### src/mtc_pkg.sv
// shared constants and types for the metering threshold and configuration block
package mtc_pkg;

  localparam logic [7:0] OFS_PULSE_PRI    = 8'h00;
  localparam logic [7:0] OFS_PULSE_SEC    = 8'h01;
  localparam logic [7:0] OFS_START_PS     = 8'h02;
  localparam logic [7:0] OFS_START_Q      = 8'h03;
  localparam logic [7:0] OFS_VOLT_LOSS    = 8'h04;
  localparam logic [7:0] OFS_ZERO_CROSS   = 8'h05;
  localparam logic [7:0] OFS_REGION_LOW1  = 8'h06;
  localparam logic [7:0] OFS_REGION_HIGH1 = 8'h07;
  localparam logic [7:0] OFS_REGION_LOW2  = 8'h08;
  localparam logic [7:0] OFS_REGION_HIGH2 = 8'h09;
  localparam logic [7:0] OFS_ZONE_LOW     = 8'h0a;
  localparam logic [7:0] OFS_ZONE_HIGH    = 8'h0b;
  localparam logic [7:0] OFS_CAL_VOLT_A   = 8'h0c;
  localparam logic [7:0] OFS_CAL_VOLT_B   = 8'h0d;
  localparam logic [7:0] OFS_CAL_VOLT_C   = 8'h0e;
  localparam logic [7:0] OFS_CAL_CUR_A    = 8'h0f;
  localparam logic [7:0] OFS_CAL_CUR_B    = 8'h10;
  localparam logic [7:0] OFS_CAL_CUR_C    = 8'h11;
  localparam logic [7:0] OFS_CAL_NEUTRAL  = 8'h12;

  localparam logic [15:0] RST_PULSE_CONST = 16'h1000;
  localparam logic [15:0] RST_STARTUP     = 16'h0250;
  localparam logic [15:0] RST_VOLT_LOSS   = 16'h0400;
  localparam logic [15:0] RST_ZERO_CROSS  = 16'h0073;
  localparam logic [15:0] RST_REGION      = 16'h0000;
  localparam logic [15:0] RST_ZONE        = 16'h0000;
  localparam logic [7:0]  RST_CAL_BYTE    = 8'h80;
  localparam logic [23:0] RST_CAL_CUR     = 24'h808080;

  localparam int RMS_TOP     = 27;
  localparam int VLOSS_BOT   = 11;
  localparam int REGION_BOT  = 12;
  localparam int PHASE_CNT   = 3;
  localparam int PULSE_CNT   = 6;

  typedef enum logic [1:0] {RegionOne, RegionTwo, RegionThree} mtc_region_t;

  typedef struct packed {
    logic [15:0]      pulsePri;
    logic [15:0]      pulseSec;
    logic [15:0]      startPs;
    logic [15:0]      startQ;
    logic [15:0]      voltLoss;
    logic [15:0]      zeroCross;
    logic [15:0]      regionLow1;
    logic [15:0]      regionHigh1;
    logic [15:0]      regionLow2;
    logic [15:0]      regionHigh2;
    logic [15:0]      zoneLow;
    logic [15:0]      zoneHigh;
    logic [2:0][7:0]  calVolt;
    logic [2:0][23:0] calCur;
    logic [7:0]       calNeutral;
  } mtc_cfg_t;

  localparam mtc_cfg_t CFG_RESET = '{
    pulsePri: RST_PULSE_CONST, pulseSec: RST_PULSE_CONST,
    startPs: RST_STARTUP, startQ: RST_STARTUP,
    voltLoss: RST_VOLT_LOSS, zeroCross: RST_ZERO_CROSS,
    regionLow1: RST_REGION, regionHigh1: RST_REGION,
    regionLow2: RST_REGION, regionHigh2: RST_REGION,
    zoneLow: RST_ZONE, zoneHigh: RST_ZONE,
    calVolt: {3{RST_CAL_BYTE}}, calCur: {3{RST_CAL_CUR}}, calNeutral: RST_CAL_BYTE};

  typedef struct packed {
    logic [2:0][31:0] iRms;
    logic [2:0][31:0] fiRms;
    logic [2:0][31:0] uRms;
    logic [2:0][31:0] fuRms;
  } mtc_rms_t;

  typedef struct packed {
    logic [2:0] voltLoss;
    logic [2:0] startPs;
    logic [2:0] startFundPs;
    logic [2:0] startQ;
    logic [2:0] startFundQ;
    logic [2:0] zoneStatus;
    logic [2:0] zoneEvent;
    logic [5:0] zxOut;
  } mtc_flags_t;

  typedef struct packed {
    mtc_cfg_t               cfg;
    mtc_region_t [2:0]      region;
    mtc_flags_t             flags;
    logic [5:0]             pulse;
    logic [5:0]             energy;
    logic [2:0][23:0]       angle;
    logic [2:0][7:0]        calCurSel;
    logic [23:0]            rdData;
    logic                   refused;
  } mtc_state_t;

endpackage

### src/mtc_threshold_config.sv
// threshold, pulse constant and phase calibration register bank of the metering engine
`timescale 1ns/1ps

module mtc_threshold_config
  import mtc_pkg::*;
(
  input  logic                   sys_clk,
  input  logic                   rst_n,
  input  logic                   regWrite,
  input  logic [7:0]             regAddr,
  input  logic [23:0]            regWrData,
  output logic [23:0]            regRdData,
  output logic                   regWrRefused,
  input  mtc_rms_t               meterRms,
  input  logic [5:0][31:0]       fastCount,
  input  logic [5:0]             pinConstSel,
  input  logic [5:0]             zxRaw,
  input  logic [2:0][23:0]       angleIn,
  output logic [5:0]             pulseOut,
  output logic [5:0]             energyInc,
  output mtc_flags_t             meterFlags,
  output logic [2:0][23:0]       angleOut,
  output logic [2:0][7:0]        calVoltOut,
  output logic [2:0][7:0]        calCurOut,
  output logic [7:0]             calNeutralOut
);

  mtc_state_t st_q;
  mtc_state_t st_d;

  function automatic logic [15:0] magHigh(input logic [31:0] cnt);
    logic [31:0] mag;
    mag = cnt[31] ? (~cnt + 32'h0000_0001) : cnt;
    return mag[31:16];
  endfunction

  function automatic logic regionOrderOk(input logic [15:0] l1,
                                         input logic [15:0] h1,
                                         input logic [15:0] l2,
                                         input logic [15:0] h2);
    return (h1 >= l1) && (h2 >= l2) && (l2 >= l1) && (h2 >= h1);
  endfunction

  function automatic logic isRegionAddr(input logic [7:0] a);
    return (a >= OFS_REGION_LOW1) && (a <= OFS_REGION_HIGH2);
  endfunction

  function automatic logic [15:0] regionView(input logic [31:0] rms);
    return rms[RMS_TOP:REGION_BOT];
  endfunction

  function automatic logic [16:0] lossView(input logic [31:0] rms);
    return rms[RMS_TOP:VLOSS_BOT];
  endfunction

  function automatic logic [31:0] startWide(input logic [15:0] thr);
    return {12'h000, thr, 4'h0};
  endfunction

  function automatic mtc_region_t nextRegion(input mtc_region_t cur,
                                             input logic [15:0] iq,
                                             input mtc_cfg_t c);
    mtc_region_t nr;
    nr = cur;
    if (c.regionLow1 == 16'h0000)
    begin
      nr = RegionOne;
    end
    else
    begin
      unique case (cur)
        RegionOne:
        begin
          if (iq >= c.regionHigh2)
            nr = RegionThree;
          else if (iq >= c.regionHigh1)
            nr = RegionTwo;
        end
        RegionTwo:
        begin
          if (iq >= c.regionHigh2)
            nr = RegionThree;
          else if (iq < c.regionLow1)
            nr = RegionOne;
        end
        RegionThree:
        begin
          if (iq < c.regionLow1)
            nr = RegionOne;
          else if (iq < c.regionLow2)
            nr = RegionTwo;
        end
        default: nr = RegionOne;
      endcase
    end
    return nr;
  endfunction

  function automatic logic [7:0] calByte(input logic [23:0] w, input mtc_region_t r);
    logic [7:0] b;
    b = w[7:0];
    if (r == RegionTwo)
      b = w[15:8];
    else if (r == RegionThree)
      b = w[23:16];
    return b;
  endfunction

  function automatic logic [23:0] readReg(input mtc_cfg_t c, input logic [7:0] a);
    logic [23:0] v;
    v = 24'h000000;
    case (a)
      OFS_PULSE_PRI:    v = {8'h00, c.pulsePri};
      OFS_PULSE_SEC:    v = {8'h00, c.pulseSec};
      OFS_START_PS:     v = {8'h00, c.startPs};
      OFS_START_Q:      v = {8'h00, c.startQ};
      OFS_VOLT_LOSS:    v = {8'h00, c.voltLoss};
      OFS_ZERO_CROSS:   v = {8'h00, c.zeroCross};
      OFS_REGION_LOW1:  v = {8'h00, c.regionLow1};
      OFS_REGION_HIGH1: v = {8'h00, c.regionHigh1};
      OFS_REGION_LOW2:  v = {8'h00, c.regionLow2};
      OFS_REGION_HIGH2: v = {8'h00, c.regionHigh2};
      OFS_ZONE_LOW:     v = {8'h00, c.zoneLow};
      OFS_ZONE_HIGH:    v = {8'h00, c.zoneHigh};
      OFS_CAL_VOLT_A:   v = {16'h0000, c.calVolt[0]};
      OFS_CAL_VOLT_B:   v = {16'h0000, c.calVolt[1]};
      OFS_CAL_VOLT_C:   v = {16'h0000, c.calVolt[2]};
      OFS_CAL_CUR_A:    v = c.calCur[0];
      OFS_CAL_CUR_B:    v = c.calCur[1];
      OFS_CAL_CUR_C:    v = c.calCur[2];
      OFS_CAL_NEUTRAL:  v = {16'h0000, c.calNeutral};
      default:          v = 24'h000000;
    endcase
    return v;
  endfunction

  always_comb
  begin
    logic [15:0] l1;
    logic [15:0] h1;
    logic [15:0] l2;
    logic [15:0] h2;
    logic [15:0] zl;
    logic [15:0] zh;
    logic [15:0] iq;
    logic        vBelow;
    logic        iBelow;
    l1 = st_q.cfg.regionLow1;
    h1 = st_q.cfg.regionHigh1;
    l2 = st_q.cfg.regionLow2;
    h2 = st_q.cfg.regionHigh2;
    zl = st_q.cfg.zoneLow;
    zh = st_q.cfg.zoneHigh;
    iq = 16'h0000;
    vBelow = 1'b0;
    iBelow = 1'b0;
    st_d = st_q;
    st_d.refused = 1'b0;
    st_d.rdData = readReg(st_q.cfg, regAddr);

    if (regWrite)
    begin
      case (regAddr)
        OFS_PULSE_PRI:    st_d.cfg.pulsePri = regWrData[15:0];
        OFS_PULSE_SEC:    st_d.cfg.pulseSec = regWrData[15:0];
        OFS_START_PS:     st_d.cfg.startPs = regWrData[15:0];
        OFS_START_Q:      st_d.cfg.startQ = regWrData[15:0];
        OFS_VOLT_LOSS:    st_d.cfg.voltLoss = regWrData[15:0];
        OFS_ZERO_CROSS:   st_d.cfg.zeroCross = regWrData[15:0];
        OFS_REGION_LOW1:  l1 = regWrData[15:0];
        OFS_REGION_HIGH1: h1 = regWrData[15:0];
        OFS_REGION_LOW2:  l2 = regWrData[15:0];
        OFS_REGION_HIGH2: h2 = regWrData[15:0];
        OFS_ZONE_LOW:     zl = regWrData[15:0];
        OFS_ZONE_HIGH:    zh = regWrData[15:0];
        OFS_CAL_VOLT_A:   st_d.cfg.calVolt[0] = regWrData[7:0];
        OFS_CAL_VOLT_B:   st_d.cfg.calVolt[1] = regWrData[7:0];
        OFS_CAL_VOLT_C:   st_d.cfg.calVolt[2] = regWrData[7:0];
        OFS_CAL_CUR_A:    st_d.cfg.calCur[0] = regWrData;
        OFS_CAL_CUR_B:    st_d.cfg.calCur[1] = regWrData;
        OFS_CAL_CUR_C:    st_d.cfg.calCur[2] = regWrData;
        OFS_CAL_NEUTRAL:  st_d.cfg.calNeutral = regWrData[7:0];
        default:          st_d.rdData = st_d.rdData;
      endcase
      if (isRegionAddr(regAddr))
      begin
        // writing zero to the first low threshold switches regions off
        if ((regAddr == OFS_REGION_LOW1) && (l1 == 16'h0000))
        begin
          h1 = 16'h0000;
          l2 = 16'h0000;
          h2 = 16'h0000;
        end
        if (regionOrderOk(l1, h1, l2, h2))
        begin
          st_d.cfg.regionLow1 = l1;
          st_d.cfg.regionHigh1 = h1;
          st_d.cfg.regionLow2 = l2;
          st_d.cfg.regionHigh2 = h2;
        end
        else
        begin
          st_d.refused = 1'b1;
        end
      end
      if ((regAddr == OFS_ZONE_LOW) || (regAddr == OFS_ZONE_HIGH))
      begin
        if (zh >= zl)
        begin
          st_d.cfg.zoneLow = zl;
          st_d.cfg.zoneHigh = zh;
        end
        else
        begin
          st_d.refused = 1'b1;
        end
      end
    end

    for (int p = 0; p < PULSE_CNT; p++)
    begin
      st_d.pulse[p] = magHigh(fastCount[p]) >=
                      (pinConstSel[p] ? st_q.cfg.pulseSec : st_q.cfg.pulsePri);
      st_d.energy[p] = magHigh(fastCount[p]) >= st_q.cfg.pulsePri;
    end

    for (int ph = 0; ph < PHASE_CNT; ph++)
    begin
      iq = regionView(meterRms.iRms[ph]);
      st_d.region[ph] = nextRegion(st_q.region[ph], iq, st_q.cfg);
      st_d.calCurSel[ph] = calByte(st_q.cfg.calCur[ph], st_d.region[ph]);

      if (st_q.cfg.zoneLow == 16'h0000)
        st_d.flags.zoneStatus[ph] = 1'b0;
      else if (iq >= st_q.cfg.zoneHigh)
        st_d.flags.zoneStatus[ph] = 1'b1;
      else if (iq < st_q.cfg.zoneLow)
        st_d.flags.zoneStatus[ph] = 1'b0;
      st_d.flags.zoneEvent[ph] = (st_q.cfg.zoneLow != 16'h0000) &&
                                 (st_d.flags.zoneStatus[ph] != st_q.flags.zoneStatus[ph]);

      st_d.flags.startPs[ph] = meterRms.iRms[ph] >= startWide(st_q.cfg.startPs);
      st_d.flags.startFundPs[ph] = meterRms.fiRms[ph] >= startWide(st_q.cfg.startPs);
      st_d.flags.startQ[ph] = meterRms.iRms[ph] >= startWide(st_q.cfg.startQ);
      st_d.flags.startFundQ[ph] = meterRms.fiRms[ph] >= startWide(st_q.cfg.startQ);

      st_d.flags.voltLoss[ph] = lossView(meterRms.uRms[ph]) <
                                {1'b0, st_q.cfg.voltLoss};

      vBelow = lossView(meterRms.fuRms[ph]) < {1'b0, st_q.cfg.zeroCross};
      iBelow = lossView(meterRms.fiRms[ph]) < {1'b0, st_q.cfg.zeroCross};
      st_d.flags.zxOut[ph] = zxRaw[ph] && !vBelow;
      st_d.flags.zxOut[ph + 3] = zxRaw[ph + 3] && !iBelow;
      st_d.angle[ph] = (vBelow || iBelow) ? 24'h000000 : angleIn[ph];
    end
  end

  always_ff @(posedge sys_clk or negedge rst_n)
  begin
    if (!rst_n)
    begin
      st_q <= '0;
      st_q.cfg <= CFG_RESET;
      st_q.calCurSel <= {3{RST_CAL_BYTE}};
    end
    else
    begin
      st_q <= st_d;
    end
  end

  assign regRdData     = st_q.rdData;
  assign regWrRefused  = st_q.refused;
  assign pulseOut      = st_q.pulse;
  assign energyInc     = st_q.energy;
  assign meterFlags    = st_q.flags;
  assign angleOut      = st_q.angle;
  assign calVoltOut    = st_q.cfg.calVolt;
  assign calCurOut     = st_q.calCurSel;
  assign calNeutralOut = st_q.cfg.calNeutral;
endmodule

### config.mk
export PLATFORM = sky130hd
export DESIGN_NAME = mtc_threshold_config
export DESIGN_NICKNAME = d
export VERILOG_FILES = /design/src/mtc_pkg.sv /design/src/mtc_threshold_config.sv
export SDC_FILE = /design/constraint.sdc
export NUM_CORES = 2
export LEC_CHECK = 0
export BUFFER_PORTS_ARGS = -buffer_cell sky130_fd_sc_hd__buf_2
export CORE_AREA = 10 10 338 340
export DETAILED_ROUTE_END_ITERATION = 8
export DIE_AREA = 0 0 348 350
export PLACE_DENSITY = 0.72
export SLEW_MARGIN = 25
export SYNTH_ARGS = -nofsm -noshare
export SYNTH_HDL_FRONTEND = slang
export SYNTH_SLANG_ARGS = --single-unit
export TNS_END_PERCENT = 5
### constraint.sdc
create_clock -name sys_clk -period 4.55 [get_ports sys_clk]
set_input_delay 0.91 -clock sys_clk [delete_from_list [all_inputs] [get_ports sys_clk]]
set_output_delay 0.91 -clock sys_clk [all_outputs]
set_load 0.03 [all_outputs]
[Yosys cells after proc, flatten, opt, wreduce, memory -nomap -nowiden]
Index checks and enable logic that the tools add are counted.
Cells by class
  add/sub/neg operators: 6
  $lt $le $gt $ge: 58
  eq/ne operators: 33
  multiplexer cells: 78
  bitwise operators: 6
  reduce and logical (&&, ||, !) cells: 47
Operators with widths (count)
  case mux 24 bit (19 select lines): 1
  >= comparator 16 bit: 26
  >= comparator 32 x 20 -> 1 bit: 12
  two-way mux 16 bit: 24
  adder 32 x 1 -> 32 bit (second input constant): 6
  two-way mux 32 bit: 6
  NOT 32 bit: 6
  less-than comparator 17 x 16 -> 1 bit: 9
  less-than comparator 16 bit: 9
  two-way mux 24 bit: 3
  == test 8 x 4 -> 1 bit (second input constant): 8
  zero test 16 bit: 3
  two-way mux 8 bit: 6
  two-way mux 2 bit: 21
  == test 8 x 3 -> 1 bit (second input constant): 4
  AND reduction 2 bit: 13
  == test 8 x 5 -> 1 bit (second input constant): 3
  case mux 2 bit (3 select lines): 3
  == test 8 x 2 -> 1 bit (second input constant): 2
  nonzero test 16 bit: 1
  logical AND 1 bit: 14
  two-way mux 1 bit: 14
  == test 2 x 1 -> 1 bit (second input constant): 6
  == test 2 bit (second input constant): 6
  9 further kinds: 22
Word-level totals
  bits in registers: 462
  input bits: 695
  output and inout bits: 192
  word-level logic and storage cells: 268

[Longest topological paths before layout]
  depth in word-level cells: 17
  gate-level depth with buffers: 22
  depth with buffers taken out: 17

[Worst setup path before layout]
Ideal clock, no wire load.
  path type: input port to flip-flop
  start: input port regAddr[4]
  end: register st_q[308] (netlist name)
  setup time: 0.121 ns
  arrival time: 5.323 ns
  required time: 4.429 ns
  slack: -0.894 ns
  cell stages on the path: 19
  buffers on the path: 6
  cells stage by stage: nor4_1 > and3_1 > inv_1 > nor2_1 > clkbuf_1 > clkbuf_1 > clkbuf_1 > a21oi_1 > ha_1 > or4_1 > a221oi_1 > o31ai_1 > a221o_1 > and4b_1 > clkbuf_1 > and2_0 > clkbuf_1 > clkbuf_1 > a22o_1
Between the ends
  word-level cells in the longest chain between the ends: 13
  elaborated cells on any way between the ends: 31
  classes of those cells: order compare (6); eq/ne (4); mux (14); reduce/logical (7)
RTL lines
  from (decl): line mtc_threshold_config.sv:10  | input logic [7:0] regAddr,
  == test 8 x 3 -> 1 bit: line mtc_threshold_config.sv:163, mtc_threshold_config.sv:188
  two-way mux 16 bit: line mtc_threshold_config.sv:163  | case (regAddr)
  two-way mux 16 bit: line mtc_threshold_config.sv:161  | if (regWrite)
  zero test 16 bit: line mtc_threshold_config.sv:188  | if ((regAddr == OFS_REGION_LOW1) && (l1 == 16'h0000))
  logical AND 1 bit: line mtc_threshold_config.sv:188
  two-way mux 16 bit: line mtc_threshold_config.sv:188
  two-way mux 16 bit: line mtc_threshold_config.sv:185  | if (isRegionAddr(regAddr))
  two-way mux 16 bit: line mtc_threshold_config.sv:161
  >= comparator 16 bit: line mtc_threshold_config.sv:41  | return (h1 >= l1) && (h2 >= l2) && (l2 >= l1) && (h2 >= h1);
  logical AND 1 bit (3 in a row): line mtc_threshold_config.sv:41
  AND reduction 3 bit (no source line)
  to (signal assigned): line mtc_threshold_config.sv:268  | st_q <= st_d;
  to (decl): line mtc_threshold_config.sv:28  | mtc_state_t st_q;
Several ways; a longest one is shown, not always the timed one. The select of a mux whose other input is x is not followed.
A chain may end at the register's enable or synchronous reset.

==> results.sh <==
export IMPL_status="completed"
export IMPL_timing_critical_path_mode_cell="or3_1"
export IMPL_synth_nets=5980
export IMPL_synth_edff_count=0
export IMPL_multiInputGateArea_sq_um=28470
export IMPL_ys_flop_type="dfrtp_1"
export IMPL_synth_top_area_frac=0.2564
export IMPL_via_per_inst=5.939
export IMPL_r2r_end="calCurOut[12]"
export IMPL_p_clk_frac=0.310
export IMPL_clk_path_buf_depth=3
export IMPL_seq_area_frac_synth=0.2707
export IMPL_die_w_um=348
export IMPL_path_clk_slew_ns=0.07
export IMPL_fill_cells=10220
export IMPL_drc=0
export IMPL_dp_cells=6537
export IMPL_hold_viol=0
export IMPL_cts_sinks=462
export IMPL_maxSlewViolCount=0
export IMPL_seqCellArea_sq_um=11600
export IMPL_power_leakage_nw=25.01
export IMPL_die_area_sq_um=121800
export IMPL_fin_ws_ns=0.1115
export IMPL_final_util=0.4712
export IMPL_clk_root_buffer_cell="clkbuf_16"
export IMPL_cts_htree_levels=2
export IMPL_switching_power_mw=5.437
export IMPL_power_frac_seq=0.342
export IMPL_fin_skew_ns=0.04210
export IMPL_cts_tree="done"
export IMPL_drt_wirelength_per_cell_um=29.46
export IMPL_cts_buffers=52
export IMPL_hold_class="in2async"
export IMPL_worstMarginPinSlew_ns=1.079
export IMPL_crit_path_cell_trace="buf_2 > nor4_1 > buf_4 > nand4_1 > or3_1 > or4_1 > or3_1 > or3_1 > nand2_1 > xnor2_1 > ha_1 > a21o_1 > a21o_1 > a21oi_1 > o31a_1 > o21ai_0"
export IMPL_antenna_found_initial=52
export IMPL_die_h_um=350
export IMPL_slew_headroom=0.2805
export IMPL_synth_largest_area_cell="ha_1"
export IMPL_async_flop_share=1.000
export IMPL_drive_above_1_share=0.2847
export IMPL_wl_um=196100
export IMPL_core_area_sq_um=107800
export IMPL_first_pass_iters=6
export IMPL_r2r_cells=12
export IMPL_p_sw_frac=0.3810
export IMPL_drv_cap=0
export IMPL_synth_seq_cells=462
export IMPL_ant_nets=0
export IMPL_cp_start_kind="primary input"
export IMPL_place_hpwl_um=161500
export IMPL_fin_crit_ns=4.438
export IMPL_post_place_ws_ns=-0.6965
export IMPL_track_usage=0.3090
export IMPL_ys_top_cells_by_area="ha_1 26%, dfrtp_1 25%, mux2_2 5.5%"
export IMPL_ys_warnings_count=0
export IMPL_irDropWorstVdd_v=0.0003394
export IMPL_area_growth_pct=18.54
export IMPL_grt_max_degree=86
export IMPL_ys_top_cells_by_count="878 x ha_1, 432 x dfrtp_1, 294 x a21o_1"
export IMPL_power_mw=14.27
export IMPL_fin_crit_sh=0.9755
export IMPL_p_int_mw=8.832
export IMPL_overflow=0
export IMPL_io_pins=887
export IMPL_synth_distinct_cells=71
export IMPL_fin_cells=6656
export IMPL_grt_pass1_wl_um=278200
export IMPL_io_buffers=796
export IMPL_rsz0062_at_grt="no"
export IMPL_path_buf_inv=2
export IMPL_crit_type="in2reg"
export IMPL_grt_pass1_vias=39490
export IMPL_slowest_stage="or4_1"
export IMPL_pwr_share_comb=0.349
export IMPL_core_rowCount=121
export IMPL_vias=39530
export IMPL_nNetsFinal=6750
export IMPL_reg2reg_from="st_q[358]"
export IMPL_cp_top_family="simple AND/OR/NAND/NOR gates"
export IMPL_final_setup_viol_count=0
export IMPL_cp_max_fo=6
export IMPL_synth_area_sq_um=42850
export IMPL_power_density_nw_per_um2=280.9
export IMPL_synth_most_common_cell="ha_1"
export IMPL_gp_congestion=1.033
export IMPL_end_kind="flip-flop"
export IMPL_drtIter0Drc=3737
export IMPL_reg2reg_setup_slack_ns=0.60
export IMPL_worst_path_largest_cell_delay_ns=0.46
export IMPL_arrival_ns=4.96
export IMPL_syn_inst=4407
export IMPL_fmax_mhz=225.3
export IMPL_avgSynthCellArea_sq_um=9.723
export IMPL_cp_required_ns=5.07
export IMPL_clk_latency_ns=0.68
export IMPL_start_util=0.3975
cell type report:
class | count | area share
Antenna cell | 22 | 0.001084
Clock buffer | 71 | 0.02899
Clock inverter | 26 | 0.005690
Inverter | 227 | 0.01678
Multi-Input combinational cell | 3356 | 0.5605
Sequential cell | 462 | 0.2284
Tap cell | 1414 | 0.03483
Timing Repair Buffer | 1078 | 0.1238
registers in the layout (all words and copies together), names as in the netlist:
name / flops
angleOut: 72
calCurOut: 24
calNeutralOut: 8
calVoltOut: 24
energyInc: 6
meterFlags: 27
pulseOut: 6
regRdData: 24
regWrRefused: 1
st_q: 270
what timing repair did:
item                                    CTS  global route
pin swaps                                 0             2
resized for setup                         1             6
endpoints found under the setup margin   12            51
buffers inserted                          0             0
hold buffers                              0             0
power groups by stage:
stage	logic (mW)	registers, mW	clock network [mW]
global placement	4.77	4.91	0
finish	4.97	4.88	4.42
floorplan	3.03	4.67	0
detailed placement	4.91	4.92	0
global route	5.48	4.88	4.63
CTS	4.94	4.85	4.48
per-stage QoR:
| step | setup TNS [ns] | area [sq um] | hold WS [ns] |
|---|---|---|---|
| after floorplan | -2.204 | 43030 | 0.4646 |
| after global placement | -35.08 | 48960 | 0.4877 |
| after detailed placement | -42.48 | 48960 | 0.5010 |
| after CTS | 0 | 50720 | 0.2939 |
| after global routing | 0 | 50770 | 0.3211 |
| final | 0 | 50790 | 0.2726 |
worst max path at each step:
stage	cells past startpoint	endpoint	slack [ns]	start
after floorplan	22	st_q[340]	-0.10	regAddr[6]
after global placement	20	st_q[328]	-0.57	regAddr[6]
after detailed placement	21	st_q[331]	-0.70	regAddr[6]
after CTS	17	pulseOut[0]	0.09	fastCount[3]
after global routing	21	st_q[302]	0.02	regAddr[4]
final	16	pulseOut[3]	0.11	fastCount[99]
placed cells by master (no fill, tap or decap), types with 15 or more instances in the layout:
cell type,count
diode_2,22
a22oi_1,37
buf_2,795
xnor2_1,84
and2_1,76
a222oi_1,24
clkbuf_16,52
or3_1,19
nor2b_1,37
nand3_1,53
o211ai_1,20
o31a_1,15
a221oi_1,37
o21a_1,35
nand2_1,193
nor4_1,60
or2_2,30
nand4_1,93
a21o_1,294
o31ai_1,19
nor2_1,123
a2111oi_0,24
dfrtp_1,432
ha_1,877
a22o_1,91
dfstp_2,30
nand2b_1,64
mux2_2,210
mux2i_1,163
a211oi_1,44
o21ai_0,205
a21oi_1,217
nor3_1,26
inv_1,226
buf_4,268
cells by family (layout without fill, tap and decap cells):
family,after synthesis,in the layout,share of synthesized area
AO/OA/AOI/OAI,1143,1143,0.1827
XOR/XNOR,90,90,0.01840
adder cells (fa/ha/maj),878,878,0.2564
buffers and inverters,589,1402,0.06839
flip-flops,462,462,0.2707
multiplexers,374,374,0.09350
other,0,22,0
AND/OR/NAND/NOR,871,871,0.1100
worst reg2reg max path, stage by stage, from the launching register on:
cell and delay [ns]:
dfrtp_1 0.60, inv_1 0.22, ha_1 0.33, nand3_1 0.15, a2111oi_0 0.34, o41ai_1 0.18
o211ai_1 0.19, nand2_1 0.18, or4b_2 0.64, o32ai_2 0.42, buf_4 0.29, a22o_1 0.19
a21o_1 0.14
layer usage:
layer	track usage	vias up	wire (um)
li1	-	17860	-
met1	0.3714	19020	75480
met2	0.5075	2104	89170
met3	0.07751	529	18710
met4	0.1620	24	12580
met5	0	-	148
Power figures use the tool's default switching activity.
